**config.mk**
```make
export PLATFORM = sky130hd
export DESIGN_NAME = lcdpc_top
export DESIGN_NICKNAME = d
export VERILOG_FILES = /design/src/design/lcdpc_pkg.sv /design/src/design/lcdpc_group.sv /design/src/design/lcdpc_top.sv
export SDC_FILE = /design/constraint.sdc
export NUM_CORES = 1
export LEC_CHECK = 0
export BUFFER_PORTS_ARGS = -buffer_cell sky130_fd_sc_hd__buf_4
export CORE_MARGIN = 1
export CORE_UTILIZATION = 43
export DETAILED_ROUTE_END_ITERATION = 8
export GPL_TIMING_DRIVEN = 0
export PLACE_DENSITY = 0.78
export SETUP_SLACK_MARGIN = 0.5
export SYNTH_ARGS = -nofsm -noshare
export SYNTH_HDL_FRONTEND = slang
export SYNTH_HIERARCHICAL = 1
export SYNTH_SLANG_ARGS = --single-unit
```
**constraint.sdc**
```tcl
create_clock -name i_clock -period 2.1 [get_ports i_clock]
set_input_delay 0.105 -clock i_clock [delete_from_list [all_inputs] [get_ports i_clock]]
set_output_delay 0.105 -clock i_clock [all_outputs]
set_load 0.05 [all_outputs]
```
**src/design/lcdpc_pkg.sv**
```systemverilog
package lcdpc_pkg;
  // register map, 4-bit word address
  localparam int ADDR_W = 4;
  localparam int DATA_W = 8;
  localparam logic [ADDR_W-1:0] ADDR_CTRL = 4'h0;
  localparam logic [ADDR_W-1:0] ADDR_STAT = 4'h1;

  // pin geometry
  localparam int ROWS = 4;
  localparam int COLS = 32;
  localparam int GROUP_PINS = 4;
  localparam int NUM_GROUPS = COLS / GROUP_PINS;
  localparam int TOP_GROUP = NUM_GROUPS - 1;

  // duty field codes
  localparam logic [1:0] DUTY_STATIC = 2'h0;
  localparam logic [1:0] DUTY_HALF = 2'h1;
  localparam logic [1:0] DUTY_THIRD = 2'h2;
  localparam logic [1:0] DUTY_QUARTER = 2'h3;

  // row pins driven per duty when common expand is clear
  localparam logic [3:0] ROWS_STATIC = 4'h1;
  localparam logic [3:0] ROWS_HALF = 4'h3;
  localparam logic [3:0] ROWS_THIRD = 4'h7;
  localparam logic [3:0] ROWS_ALL = 4'hf;

  // segment group field values that keep the top group as ports
  localparam logic [3:0] SGS_ALL_PORT = 4'h0;

  // control register layout, msb first: duty(7:6), common_expand(5), expansion_select(4), group select(3:0)
  typedef struct packed {
    logic [1:0] duty_sel;
    logic common_expand;
    logic expansion_select;
    logic [3:0] segment_group_select;
  } lcdpc_ctrl_s;

  localparam lcdpc_ctrl_s CTRL_RESET = 8'h00;

  // external expansion signals, in pin order 32 down to 29
  typedef struct packed {
    logic shift_pulse_a;
    logic shift_pulse_b;
    logic serial_out;
    logic alt_signal;
  } lcdpc_exp_s;
endpackage

```
**src/design/lcdpc_group.sv**
```systemverilog
`timescale 1ns/1ns
// one group of four column pins: port, segment driver or expansion signals
module lcdpc_group #(
  parameter int GROUP = 0
) (
  input wire logic i_clock,
  input wire logic i_rst_n,
  input wire lcdpc_pkg::lcdpc_ctrl_s i_cfg,
  input wire logic [3:0] i_seg_wave,
  input wire logic [3:0] i_port_out,
  input wire logic [3:0] i_port_oe,
  input wire lcdpc_pkg::lcdpc_exp_s i_exp,
  output logic [3:0] o_out,
  output logic [3:0] o_oe,
  output logic o_is_seg
);
  import lcdpc_pkg::*;

  logic is_seg;
  logic is_exp;
  logic [2:0] span;

  // groups counted from the top: 1, 2 or 3 steps give 2, 4 or 6 groups
  always_comb begin
    span = {1'b0, i_cfg.segment_group_select[2:1]} << 1;
    is_seg = i_cfg.segment_group_select[3] ||
             ((span != 3'h0) && (GROUP >= NUM_GROUPS - int'(span)));
    // expansion only in the one legal combination; other codes with the select set fall back to the table
    is_exp = (GROUP == TOP_GROUP) && i_cfg.expansion_select &&
             (i_cfg.segment_group_select == SGS_ALL_PORT);
  end

  // registered pin drive, so every pin changes on a clean edge
  always_ff @(posedge i_clock or negedge i_rst_n) begin
    if (!i_rst_n) begin
      o_out <= 4'h0;
      o_oe <= 4'h0;
      o_is_seg <= 1'b0;
    end else if (is_exp) begin
      o_out <= i_exp;
      o_oe <= 4'hf;
      o_is_seg <= 1'b0;
    end else if (is_seg) begin
      o_out <= i_seg_wave;
      o_oe <= 4'hf;
      o_is_seg <= 1'b1;
    end else begin
      o_out <= i_port_out;
      o_oe <= i_port_oe;
      o_is_seg <= 1'b0;
    end
  end
endmodule

```
**src/design/lcdpc_top.sv**
```systemverilog
`timescale 1ns/1ns
// How it works
// - the duty field selects static, 1/2, 1/3 or 1/4 duty, driving one to four row pins when common expand is clear.
// - static duty with common expand set drives all four row pins with the waveform of row pin one.
// - half duty with common expand set drives four rows, row four copying row three and row two copying row one.
// - third duty with common expand set drives rows three to one normally and row four with the non-selected wave.
// - with expansion select clear the group field gives all ports, top 8, 16, 24 segments, or all segments.
// - expansion select turns column pins 32 to 29 into the expansion signals; software keeps the group field at zero.
// - group field 0001, or 0000 with expansion select clear, leaves the top four column pins as general ports.
module lcdpc_top (
  input wire logic i_clock,
  input wire logic i_rst_n,
  input wire logic [lcdpc_pkg::ADDR_W-1:0] i_addr,
  input wire logic [lcdpc_pkg::DATA_W-1:0] i_wr_data,
  input wire logic i_wr_en,
  input wire logic i_rd_en,
  input wire logic [lcdpc_pkg::ROWS-1:0] i_row_wave,
  input wire logic i_nonsel_wave,
  input wire logic [lcdpc_pkg::COLS-1:0] i_seg_wave,
  input wire logic [lcdpc_pkg::COLS-1:0] i_port_out,
  input wire logic [lcdpc_pkg::COLS-1:0] i_port_oe,
  input wire lcdpc_pkg::lcdpc_exp_s i_exp,
  output logic [lcdpc_pkg::DATA_W-1:0] o_rd_data,
  output logic [lcdpc_pkg::ROWS-1:0] o_row_out,
  output logic [lcdpc_pkg::ROWS-1:0] o_row_oe,
  output logic [lcdpc_pkg::COLS-1:0] o_col_out,
  output logic [lcdpc_pkg::COLS-1:0] o_col_oe,
  output logic [lcdpc_pkg::COLS-1:0] o_col_is_seg
);
  import lcdpc_pkg::*;

  lcdpc_ctrl_s cfg_reg;
  logic [3:0] row_en_next;
  logic [3:0] row_out_next;
  logic cfg_bad;
  logic exp_active;
  logic [DATA_W-1:0] status;
  logic [NUM_GROUPS-1:0] grp_seg;

  // control register; every bit starts clear
  always_ff @(posedge i_clock or negedge i_rst_n) begin
    if (!i_rst_n) begin
      cfg_reg <= CTRL_RESET;
    end else if (i_wr_en && (i_addr == ADDR_CTRL)) begin
      cfg_reg <= i_wr_data;
    end
  end

  // read data holds only in the cycle after the strobe; unmapped reads give zero
  always_ff @(posedge i_clock or negedge i_rst_n) begin
    if (!i_rst_n) begin
      o_rd_data <= 8'h00;
    end else if (i_rd_en && (i_addr == ADDR_CTRL)) begin
      o_rd_data <= cfg_reg;
    end else if (i_rd_en && (i_addr == ADDR_STAT)) begin
      o_rd_data <= status;
    end else begin
      o_rd_data <= 8'h00;
    end
  end

  // status: prohibited group code under expansion, expansion live, rows enabled
  always_comb begin
    cfg_bad = cfg_reg.expansion_select && (cfg_reg.segment_group_select != SGS_ALL_PORT);
    exp_active = cfg_reg.expansion_select && !cfg_bad;
    status = {2'h0, cfg_bad, exp_active, row_en_next};
  end

  // row pin selection and waveform routing
  always_comb begin
    row_out_next = i_row_wave;
    case (cfg_reg.duty_sel)
      DUTY_STATIC: begin
        row_en_next = ROWS_STATIC;
        if (cfg_reg.common_expand) begin
          row_en_next = ROWS_ALL;
          row_out_next = {4{i_row_wave[0]}};
        end
      end
      DUTY_HALF: begin
        row_en_next = ROWS_HALF;
        if (cfg_reg.common_expand) begin
          row_en_next = ROWS_ALL;
          // second phase moves to row three so each phase drives a pair
          row_out_next = {{2{i_row_wave[1]}}, {2{i_row_wave[0]}}};
        end
      end
      DUTY_THIRD: begin
        row_en_next = ROWS_THIRD;
        if (cfg_reg.common_expand) begin
          row_en_next = ROWS_ALL;
          row_out_next = {i_nonsel_wave, i_row_wave[2:0]};
        end
      end
      DUTY_QUARTER: begin
        row_en_next = ROWS_ALL;
      end
      default: begin
        row_en_next = ROWS_STATIC;
      end
    endcase
  end

  // undriven rows idle low with the driver off
  always_ff @(posedge i_clock or negedge i_rst_n) begin
    if (!i_rst_n) begin
      o_row_out <= 4'h0;
      o_row_oe <= 4'h0;
    end else begin
      o_row_out <= row_out_next & row_en_next;
      o_row_oe <= row_en_next;
    end
  end

  // eight column groups; only the top group reacts to expansion
  for (genvar g = 0; g < NUM_GROUPS; g++) begin : g_col
    lcdpc_group #(.GROUP(g)) u_group (
      .i_clock(i_clock),
      .i_rst_n(i_rst_n),
      .i_cfg(cfg_reg),
      .i_seg_wave(i_seg_wave[g*GROUP_PINS +: GROUP_PINS]),
      .i_port_out(i_port_out[g*GROUP_PINS +: GROUP_PINS]),
      .i_port_oe(i_port_oe[g*GROUP_PINS +: GROUP_PINS]),
      .i_exp(i_exp),
      .o_out(o_col_out[g*GROUP_PINS +: GROUP_PINS]),
      .o_oe(o_col_oe[g*GROUP_PINS +: GROUP_PINS]),
      .o_is_seg(grp_seg[g])
    );
    assign o_col_is_seg[g*GROUP_PINS +: GROUP_PINS] = {GROUP_PINS{grp_seg[g]}};
  end

  // checks: outputs lag the configuration by one edge
  // the edge after release still shows reset values, so checks that look back wait for a clean previous edge
  a_row_enable_count: assert property (@(posedge i_clock) disable iff (!i_rst_n)
    $past(i_rst_n) && $past(!cfg_reg.common_expand) |->
      o_row_oe == (($past(cfg_reg.duty_sel) == DUTY_STATIC) ? 4'h1 :
                   ($past(cfg_reg.duty_sel) == DUTY_HALF) ? 4'h3 :
                   ($past(cfg_reg.duty_sel) == DUTY_THIRD) ? 4'h7 : 4'hf))
    else $error("row enables do not match duty");

  a_static_row_mirror: assert property (@(posedge i_clock) disable iff (!i_rst_n)
    ($past(cfg_reg.duty_sel) == DUTY_STATIC) && $past(cfg_reg.common_expand) |->
      (o_row_oe == 4'hf) && (o_row_out == {4{$past(i_row_wave[0])}}))
    else $error("static expanded rows do not mirror row one");

  a_half_row_pairs: assert property (@(posedge i_clock) disable iff (!i_rst_n)
    ($past(cfg_reg.duty_sel) == DUTY_HALF) && $past(cfg_reg.common_expand) |->
      (o_row_oe == 4'hf) && (o_row_out[3] == o_row_out[2]) && (o_row_out[1] == o_row_out[0]) &&
      (o_row_out[0] == $past(i_row_wave[0])))
    else $error("half duty expanded rows not paired");

  a_third_row_nonsel: assert property (@(posedge i_clock) disable iff (!i_rst_n)
    ($past(cfg_reg.duty_sel) == DUTY_THIRD) && $past(cfg_reg.common_expand) |->
      (o_row_out == {$past(i_nonsel_wave), $past(i_row_wave[2:0])}) && (o_row_oe == 4'hf))
    else $error("third duty row four not non-selected");

  a_seg_group_map: assert property (@(posedge i_clock) disable iff (!i_rst_n)
    $past(i_rst_n) && $past(!cfg_reg.expansion_select) |->
      o_col_is_seg == ($past(cfg_reg.segment_group_select[3]) ? 32'hffffffff :
                       ($past(cfg_reg.segment_group_select[2:1]) == 2'h1) ? 32'hff000000 :
                       ($past(cfg_reg.segment_group_select[2:1]) == 2'h2) ? 32'hffff0000 :
                       ($past(cfg_reg.segment_group_select[2:1]) == 2'h3) ? 32'hffffff00 : 32'h00000000))
    else $error("segment group map wrong");

  a_expansion_pins: assert property (@(posedge i_clock) disable iff (!i_rst_n)
    $past(cfg_reg.expansion_select) && ($past(cfg_reg.segment_group_select) == SGS_ALL_PORT) |->
      (o_col_out[31:28] == $past(i_exp)) && (o_col_oe[31:28] == 4'hf) && (o_col_is_seg == 32'h0))
    else $error("expansion pins not routed");

  a_top_group_port: assert property (@(posedge i_clock) disable iff (!i_rst_n)
    $past(i_rst_n) && ($past(cfg_reg.segment_group_select[3:1]) == 3'h0) && !$past(exp_active) |->
      (o_col_out[31:28] == $past(i_port_out[31:28])) && (o_col_oe[31:28] == $past(i_port_oe[31:28])))
    else $error("top pins not ports");

  a_reset_config_clear: assert property (@(posedge i_clock) disable iff (!i_rst_n)
    !$past(i_rst_n) |-> (cfg_reg == CTRL_RESET) && (o_row_oe == 4'h0) && (o_col_is_seg == 32'h0))
    else $error("configuration not clear after reset");

  // a row that is not enabled must read low, so an idle electrode never sees a stale level
  a_rows_off_low: assert property (@(posedge i_clock) disable iff (!i_rst_n)
    (o_row_out & ~o_row_oe) == 4'h0)
    else $error("disabled row pin not low");

  // without common expand every enabled row passes its own waveform straight through
  a_row_wave_pass: assert property (@(posedge i_clock) disable iff (!i_rst_n)
    $past(i_rst_n) && !$past(cfg_reg.common_expand) |->
      o_row_out == ($past(i_row_wave) & o_row_oe))
    else $error("row waveform not passed through");

  // quarter duty already uses every row, so common expand changes nothing there
  a_quarter_rows: assert property (@(posedge i_clock) disable iff (!i_rst_n)
    $past(i_rst_n) && ($past(cfg_reg.duty_sel) == DUTY_QUARTER) |->
      (o_row_oe == 4'hf) && (o_row_out == $past(i_row_wave)))
    else $error("quarter duty rows wrong");

  // half duty pairs: the upper pair must carry the second phase, not a copy of the first
  a_half_row_upper: assert property (@(posedge i_clock) disable iff (!i_rst_n)
    $past(i_rst_n) && ($past(cfg_reg.duty_sel) == DUTY_HALF) && $past(cfg_reg.common_expand) |->
      o_row_out[3:2] == {2{$past(i_row_wave[1])}})
    else $error("half duty upper rows not on second phase");

  // segment pins always drive, and each drives the segment waveform of its own pin
  a_seg_pins_drive: assert property (@(posedge i_clock) disable iff (!i_rst_n)
    $past(i_rst_n) |->
      ((o_col_oe & o_col_is_seg) == o_col_is_seg) &&
      ((o_col_out & o_col_is_seg) == ($past(i_seg_wave) & o_col_is_seg)))
    else $error("segment pin not driving its waveform");

  // below the top group a pin that is not a segment is a plain port, whatever expansion does
  a_low_ports_follow: assert property (@(posedge i_clock) disable iff (!i_rst_n)
    $past(i_rst_n) |->
      (((o_col_out[27:0] ^ $past(i_port_out[27:0])) & ~o_col_is_seg[27:0]) == 28'h0) &&
      (((o_col_oe[27:0] ^ $past(i_port_oe[27:0])) & ~o_col_is_seg[27:0]) == 28'h0))
    else $error("low port pins not following port inputs");

  // codes 0000 and 0001 never hand any column to the segment drivers
  a_low_codes_no_seg: assert property (@(posedge i_clock) disable iff (!i_rst_n)
    $past(i_rst_n) && ($past(cfg_reg.segment_group_select[3:1]) == 3'h0) |->
      o_col_is_seg == 32'h0)
    else $error("segment pins under an all-port code");

  // a group field left nonzero under expansion is reported, not blocked; software must fix it
  a_status_prohibited: assert property (@(posedge i_clock) disable iff (!i_rst_n)
    $past(i_rst_n) && $past(i_rd_en) && ($past(i_addr) == ADDR_STAT) |->
      o_rd_data[5:4] == {$past(cfg_reg.expansion_select) && ($past(cfg_reg.segment_group_select) != SGS_ALL_PORT),
                         $past(cfg_reg.expansion_select) && ($past(cfg_reg.segment_group_select) == SGS_ALL_PORT)})
    else $error("status expansion flags wrong");
endmodule

```
==> metrics.txt, run 1 <==
# setup viols final=0; Buf+Inv Stages, Crit Path=0; Top delay family on crit path=flip-flops; Lkg Pwr=3.33 nW; via/cell ratio=4.64; Core Region=8260 um2; peak supply drop=664 uV; Final Hold Fails=9; initial antenna violation count=1; DP Wirelength=6930 um; DRT Wirelength=12200 um; CTS tree=built; register area share after synthesis=0.648; Final period util=0.718; Max H-tree Level=3; outcome=finished, violations left; Die Ht=94.8 um; deepest clock path buffer count=2; RSZ-0062 raised after global routing=false; Die Area=8990 um2; Tot GR Track Use=0.272; power per cell area=1040 nW/um2; vias=3304; die outline width=94.8 um; clk sinks=96; #FFs+latches synth=96; initial core utilization=0.449; 1st-iter DRT viols=49; worst hold slack=-0.0215 ns; Synth area leaders=dfrtp_1 (65%), mux2_4 (6.5%), mux2_2 (6.4%), buf_4 (4.9%), or2_1 (2.0%); most frequent cells in the layout=buf_4 (258), dlygate4sd3_1 (102), dfrtp_1 (94); Final Critical Period=1.51 ns; Worst setup SP type=flip-flop; crit-path max FO=19; TritonRoute pass-1 iters=4; RD Place Congestion=0.723; Slowest cell on crit path=dfrtp_2; share of cells above drive strength 1=0.540; critical path, cell by cell=or4_4 > a211oi_2; Setup WS pre-CTS=0.291 ns; Worst-Skew Late Latency=0.35 ns; largest net degree at the start of global routing=97; Rows=33; Antenna Nets Post-Route=0; Post-layout nets=723; final worst setup slack=0.592 ns; clk root buf=clkbuf_8; Syn Inst Count=254; Setup CP Type=reg2reg; Num CTS Buffers=9; Syn Std Cell Area=3700 um2; Max Clk Rate=0.663 GHz; Setup Skew=0.0114 ns; first-pass GRT wire length=18000 um; Slew HR=0.223; post-route non-filler standard cell count=712; clock slew at reported path FFs=0.09 ns; registers with the most flip-flops=g_col.u_group/o_oe: 32 flops, g_col.u_group/o_out: 32 flops; Max Slew Vio Count=0; Yosys top cell by area=dfrtp_1; top-area cell type share of the netlist area=0.648; # IOs=233; post-route setup TNS=0 ns; Netlist cell types=36; failing checks=negative hold slack; number of global-route vias before repair=3573; Avg WL per Cell=17.1 um; syn avg cell area=14.6 um2; slowest stage delay, CP=0.62 ns; Area Overhead vs Synth=84.7%; CP arrival=1.77 ns; net count after synthesis=375; PortBufs=232; commonest non-fill, non-tap cell in the layout=buf_4; CP endpoint kind=flip-flop; placed cell count=591; synth warn=6; total gr overflow=0; maxcap violations=0; DRC errors left=0; Worst Tran Pin Value=1.16 ns; Worst Path Required=2.36 ns; min-delay worst type=in2async
## power breakdown
part / internal [W] / total [W] / switching [W]
Combinational: 0.00131 / 0.00344 / 0.00213
Clock: 0.000612 / 0.00124 / 0.000631
Sequential: 0.00216 / 0.00243 / 0.000270
Total: 0.00409 / 0.00711 / 0.00303
## synthesized netlist by cell type, drive strengths merged
| cell type | n |
|---|---|
| or3 | 8 |
| conb | 1 |
| nand2 | 2 |
| dfrtp | 96 |
| a32o | 1 |
| a311oi | 1 |
| or2b | 4 |
| nor2b | 1 |
| and3 | 1 |
| a211oi | 2 |
| inv | 10 |
| buf | 27 |
| o21ai | 1 |
| or2 | 12 |
| or4 | 1 |
| nand3b | 2 |
| nand2b | 10 |
| clkbuf | 3 |
| a21oi | 7 |
| mux2 | 37 |
| nand4 | 1 |
| nor2 | 12 |
| nor3 | 5 |
| a21o | 2 |
| nand3 | 2 |
| mux2i | 5 |
## final timing paths
kind	from	end	slack, ns	cells past startpoint
worst min-delay path	i_rst_n	g_col[0].u_group/o_oe[0]$_DFF_PN0_	-0.02	1
max in group asynchronous	i_rst_n	cfg_reg[3]$_DFFE_PN0P_	1.30	1
min in group i_clock	i_seg_wave[30]	g_col[7].u_group/o_out[2]$_DFF_PN0_	0.02	3
worst min register to register	cfg_reg[4]$_DFFE_PN0P_	o_rd_data[4]$_DFF_PN0_	0.56	2
worst max register to register	cfg_reg[3]$_DFFE_PN0P_	o_rd_data[4]$_DFF_PN0_	0.59	2
worst max-delay path	cfg_reg[3]$_DFFE_PN0P_	o_rd_data[4]$_DFF_PN0_	0.59	2
## cell families after synthesis
| family | after synthesis | synth area share |
|---|---|---|
| flops | 96 | 0.648 |
| mux | 42 | 0.142 |
| buf+inv | 40 | 0.0692 |
| simple gates | 61 | 0.108 |
| other cells | 1 | 0.00101 |
| compound gates | 14 | 0.0314 |
## per-layer routing
| metal | track usage | up-vias | part of all wire |
|---|---|---|---|
| met1 | 0.288 | 1600 | 0.35 |
| met3 | 0.0773 | 27 | 0.070 |
| li1 | - | 1514 | - |
| met5 | 0 | - | 0 |
| met4 | 0.0972 | 0 | 0.029 |
| met2 | 0.510 | 163 | 0.55 |
## cell type report
type                            count  area [um2]
Clock inverter                      4        53.8
Clock buffer                       11         151
Fill cell                         444        1410
Tap cell                          105         131
Antenna cell                        1        2.50
Buffer                             30         219
Sequential cell                    96        2400
Multi-Input combinational cell    118        1050
Timing Repair Buffer              337        2800
Inverter                           10        37.5
## per-stage QoR
stage	hold WS [ns]	utilization	power, W	cell area (um2)
after detailed placement	0.236	0.675	0.00566	5580
after CTS	0.00204	0.824	0.00704	6810
after global routing	0.00187	0.829	0.00739	6840
after floorplan	-0.191	-	0.00461	3700
final	-0.0215	0.829	0.00711	6840
after global placement	0.234	0.675	0.00561	5580
## repair_timing
item,in CTS,in global routing
resized for setup,2,0
setup endpoints to repair,40,8
setup buffers,0,3
hold buffers,102,0
pin swaps,0,2
hold endpoints to repair,74,0
Note: power is estimated with default switching activity, not from simulation.
==> run 2, diff against run 1 <==
Clock period 2.1 ns to 1.6 ns, I/O delays scaled along.
==> run 2 against run 1 <==
The flow still finishes with violations (negative hold slack). Power grew 56%. Design area grew 12%. Worst hold slack lost 0.026 ns. First-iteration DRC count grew to 3.9 times the previous value. Sequential share of layout area shrank 3.6 points. Critical path type unchanged. Register-to-register slack lost 0.47 ns. Clock-buffer cell count is the same. Global-route usage grew 6.0 points. Non-clock buffer count grew 32. Clock skew shrank 0.00057 ns. Core utilization grew 10 points.
==> metrics.txt, run 2 (synthesized netlist as in run 1, its figures left out) <==
power per cell area=1450 nW/um2; worst-case reg-to-reg path depth=4; Sw Ratio=0.418; Final Hold Fails=71; Tot GR Track Use=0.332; Clk pwr share=0.179; Max Clk Rate=0.678 GHz; R2R Setup Slk=0.13 ns; outcome=finished, violations left; clk root buf=clkbuf_8; CP arrival=1.72 ns; Post-layout nets=755; vias=3799; clock slew at reported path FFs=0.11 ns; Die Ht=94.8 um; Final Util=0.930; initial core utilization=0.449; Antenna Nets Post-Route=0; fill count=258; Core Region=8260 um2; post-route setup TNS=0 ns; Final period util=0.921; number of global-route vias before repair=3998; total gr overflow=0; Area Overhead vs Synth=107%; clk sinks=96; 1st-iter DRT viols=192; Rows=33; largest net degree at the start of global routing=97; DP Wirelength=6810 um; RD Place Congestion=0.707; first-pass GRT wire length=21400 um; share of cells above drive strength 1=0.595; die outline width=94.8 um; CP endpoint kind=flip-flop; Int Pwr=0.00646 W; PortBufs=232; Setup CP Type=reg2reg; Avg WL per Cell=23.8 um; Power, Total=0.0111 W; Worst Tran Pin Value=1.20 ns; Worst Path Required=1.84 ns; Max Slew Vio Count=0; Critical R2R Capture=g_col[2].u_group/o_out[0]$_DFF_PN0_; registers with the most flip-flops=g_col.u_group/o_oe: 32 flops, g_col.u_group/o_out: 32 flops; failing checks=negative hold slack; CTS tree=built; # setup viols final=0; worst hold slack=-0.0472 ns; Die Area=8990 um2; DRT Wirelength=17700 um; Setup Skew=0.0108 ns; Slew HR=0.201; Num CTS Buffers=9; Psw=0.00464 W; Final Critical Period=1.47 ns; crit-path max FO=7; DRC errors left=0; most frequent cells in the layout=buf_4 (219), dlygate4sd3_1 (105), dfrtp_1 (85); TritonRoute pass-1 iters=4; Worst setup SP type=flip-flop; RR Startpoint=cfg_reg[2]$_DFFE_PN0P_; Worst-Skew Late Latency=0.36 ns; commonest non-fill, non-tap cell in the layout=buf_4; # IOs=233; initial antenna violation count=3; via/cell ratio=5.09; RSZ-0062 raised after global routing=true; peak supply drop=833 uV; Max H-tree Level=3; Lkg Pwr=3.70 nW; min-delay worst type=in2async; Reg power frac=0.293; deepest clock path buffer count=2; maxcap violations=0; Logic pwr share=0.529
[run 2: how the worst max path moves through the flow]
stage               slack, ns  depth (start not counted)                                  end              startpoint
global route             0.09                          4  g_col[2].u_group/o_out[0]$_DFF_PN0_  cfg_reg[2]$_DFFE_PN0P_
global placement         0.08                          2  g_col[6].u_group/o_out[2]$_DFF_PN0_  cfg_reg[2]$_DFFE_PN0P_
finish                   0.13                          4  g_col[2].u_group/o_out[0]$_DFF_PN0_  cfg_reg[2]$_DFFE_PN0P_
detailed placement       0.05                          2  g_col[6].u_group/o_out[2]$_DFF_PN0_  cfg_reg[2]$_DFFE_PN0P_
floorplan                0.24                          2               o_rd_data[4]$_DFF_PN0_  cfg_reg[3]$_DFFE_PN0P_
CTS                      0.20                          2               o_rd_data[4]$_DFF_PN0_  cfg_reg[3]$_DFFE_PN0P_
[run 2: worst max-delay path: stages (launching register included)]
cell and delay (ns):
dfrtp_4 0.55, buf_4 0.18, a21oi_4 0.18, buf_6 0.15
mux2_4 0.30
[run 2: metrics by stage]
step / std cells / area [um2] / setup slack [ns] / hold slack (ns)
5_1_grt: 746 / 7680 / 0.0874 / 0.0236
4_1_cts: 734 / 7470 / 0.199 / 0.00402
6_report: 746 / 7680 / 0.126 / -0.0472
3_3_place_gp: 591 / 5590 / 0.0759 / 0.209
3_5_place_dp: 591 / 5590 / 0.0527 / 0.210
2_1_floorplan: 254 / 3720 / 0.243 / -0.216
[run 2: layer usage]
layer | part of all wire | GRT usage | vias to the layer above
li1 | - | - | 1577
met1 | 0.34 | 0.335 | 1916
met2 | 0.54 | 0.616 | 231
met3 | 0.071 | 0.0958 | 73
met4 | 0.053 | 0.167 | 2
met5 | 0.00051 | 0 | -
[run 2: cell type report]
class,instances,area [um2],area share
flip-flops and latches,96,2420,0.315
clock inverters,5,105,0.0137
plain buffers,30,317,0.0412
inverters,10,41.3,0.00537
multi-input cells,118,1160,0.151
well taps,105,131,0.0171
clock buffers,11,131,0.0171
diodes,2,5.00,0.000651
repair buffers,369,3370,0.439
[run 2: repair_timing]
| action | 4_1_cts | 5_1_grt |
|---|---|---|
| resized for setup | 95 | 40 |
| pin swaps | 8 | 5 |
| endpoints found under the hold margin | 76 | 0 |
| hold buffers | 105 | 0 |
| buffers inserted | 19 | 9 |
| gates cloned | 3 | 1 |
| endpoints found under the setup margin | 98 | 109 |
[run 2: power by group through the flow]
stage | sequential (W) | combinational, W | clock (W)
2_1_floorplan | 0.00451 | 0.00155 | 0
3_3_place_gp | 0.00321 | 0.00415 | 0
3_5_place_dp | 0.00323 | 0.00420 | 0
4_1_cts | 0.00316 | 0.00531 | 0.00189
5_1_grt | 0.00328 | 0.00603 | 0.00207
6_report | 0.00325 | 0.00587 | 0.00199
==> run 3, diff against run 2 <==
Settings changed: CTS_BUF_LIST set to sky130_fd_sc_hd__clkbuf_16.
==> run 3 against run 2 <==
Non-clock buffer count is 10 lower. Wire length is 12% lower. Largest power group unchanged. Register-to-register slack better by 0.02 ns. Via count is 4.9% lower. Largest cell class unchanged. Global-route usage is 1.8 points lower. Core utilization is 0.89 points lower. Power is 1.7% higher. Critical path type unchanged. The flow still finishes with violations (negative hold slack). Highest routed layer is now met4. Critical path depth stayed put. Worst hold slack worse by 0.14 ns.
==> metrics.txt, run 3 (synthesized netlist as in run 1, its figures left out) <==
outcome=finished, violations left; failing checks=negative hold slack; registers with the most flip-flops=g_col.u_group/o_oe: 32 flops, g_col.u_group/o_out: 32 flops; maxcap violations=0; Num CTS Buffers=9; post-route setup TNS=0 ns; CP endpoint kind=flip-flop; Psw=0.00449 W; via/cell ratio=4.92; CTS tree=built; commonest non-fill, non-tap cell in the layout=buf_4; number of global-route vias before repair=3826; Worst setup SP type=flip-flop; Setup Skew=0.00908 ns; DRT Wirelength=15700 um; placed cell count=591; share of cells above drive strength 1=0.590; Area Overhead vs Synth=105%; RR Startpoint=cfg_reg[2]$_DFFE_PN0P_; largest net degree at the start of global routing=97; Die Area=8990 um2; CP arrival=1.67 ns; crit-path max FO=5; Clk pwr share=0.218; initial core utilization=0.449; Post-layout nets=745; Core Region=8260 um2; worst-case reg-to-reg path depth=4; clk sinks=96; Worst-Skew Late Latency=0.33 ns; initial antenna violation count=0; most frequent cells in the layout=buf_4 (217), dlygate4sd3_1 (100), dfrtp_1 (85); RSZ-0062 raised after global routing=true; die outline width=94.8 um; peak supply drop=879 uV; DP Wirelength=6810 um; Max Clk Rate=0.689 GHz; 1st-iter DRT viols=113; # setup viols final=0; total gr overflow=0; Max H-tree Level=3; min-delay worst type=in2async; post-route non-filler standard cell count=734; clk root buf=clkbuf_16; Max Slew Vio Count=0; power per cell area=1480 nW/um2; Die Ht=94.8 um; Logic pwr share=0.498; Rows=33; TritonRoute pass-1 iters=4; vias=3612; Final Hold Fails=96; Int Pwr=0.00680 W; Avg WL per Cell=21.4 um; deepest clock path buffer count=2; first-pass GRT wire length=20500 um; Final period util=0.908; clock slew at reported path FFs=0.07 ns; Reg power frac=0.285; Lkg Pwr=3.70 nW; Worst Tran Pin Value=0.847 ns; Critical R2R Capture=g_col[2].u_group/o_out[3]$_DFF_PN0_; # IOs=233; Tot GR Track Use=0.314; Worst Path Required=1.82 ns; Final Critical Period=1.45 ns; PortBufs=232; R2R Setup Slk=0.15 ns; n_diodes=0; Hold Buf Count CTS=100; Setup CP Type=reg2reg; Sw Ratio=0.398; worst hold slack=-0.185 ns; Slew HR=0.435; Antenna Nets Post-Route=0; DRC errors left=0; RD Place Congestion=0.707
-- run 3: worst max-delay path: stages, from the launching register on --
cell and delay [ns]:
dfrtp_4 0.51, buf_6 0.15, a21oi_4 0.20, buf_6 0.15, mux2_4 0.32
-- run 3: area by class of cell --
| class | instances | area, um2 |
|---|---|---|
| fill | 277 | 648 |
| inverter | 10 | 41.3 |
| timing repair buffer | 359 | 3220 |
| sequential | 96 | 2420 |
| buffer | 30 | 309 |
| clock inverter | 7 | 113 |
| clock buffer | 9 | 225 |
| multi-input combinational | 118 | 1140 |
| tap | 105 | 131 |
-- run 3: repair_timing --
item / CTS / global route
pin swaps: 6 / 8
resized for setup: 82 / 39
setup endpoints to repair: 98 / 111
endpoints found under the hold margin: 73 / 96
setup buffers: 19 / 8
-- run 3: worst max-delay path by stage --
stage                                start                             endpoint  slack, ns  cells after the start
floorplan           cfg_reg[3]$_DFFE_PN0P_               o_rd_data[4]$_DFF_PN0_       0.24                      2
global placement    cfg_reg[2]$_DFFE_PN0P_  g_col[6].u_group/o_out[2]$_DFF_PN0_       0.08                      2
detailed placement  cfg_reg[2]$_DFFE_PN0P_  g_col[6].u_group/o_out[2]$_DFF_PN0_       0.05                      2
CTS                 cfg_reg[3]$_DFFE_PN0P_  g_col[6].u_group/o_out[2]$_DFF_PN0_       0.19                      3
global route        cfg_reg[2]$_DFFE_PN0P_  g_col[7].u_group/o_out[0]$_DFF_PN0_       0.09                      6
finish              cfg_reg[2]$_DFFE_PN0P_  g_col[2].u_group/o_out[3]$_DFF_PN0_       0.15                      4
-- run 3: power by group through the flow --
stage	Combinational [W]	Clock, W	Sequential [W]
3_3_place_gp	0.00415	0	0.00321
3_5_place_dp	0.00420	0	0.00323
2_1_floorplan	0.00155	0	0.00451
5_1_grt	0.00579	0.00259	0.00325
4_1_cts	0.00510	0.00243	0.00316
6_report	0.00562	0.00246	0.00322
-- run 3: metal layers --
| metal | up-vias | wire [um] | GRT usage |
|---|---|---|---|
| met5 | - | 0 | 0 |
| li1 | 1558 | - | - |
| met4 | 0 | 660 | 0.115 |
| met1 | 1790 | 5260 | 0.327 |
| met3 | 47 | 1080 | 0.0821 |
| met2 | 217 | 8670 | 0.598 |
-- run 3: stage by stage --
| step | area, um2 | total power [W] | utilization | worst slack, ns | hold WS [ns] |
|---|---|---|---|---|---|
| after floorplan | 3720 | 0.00606 | - | 0.243 | -0.216 |
| after global placement | 5590 | 0.00736 | 0.677 | 0.0759 | 0.209 |
| after detailed placement | 5590 | 0.00743 | 0.677 | 0.0527 | 0.210 |
| after CTS | 7390 | 0.0107 | 0.894 | 0.186 | 0.00390 |
| after global routing | 7610 | 0.0116 | 0.922 | 0.0921 | -0.0958 |
| final | 7610 | 0.0113 | 0.922 | 0.148 | -0.185 |
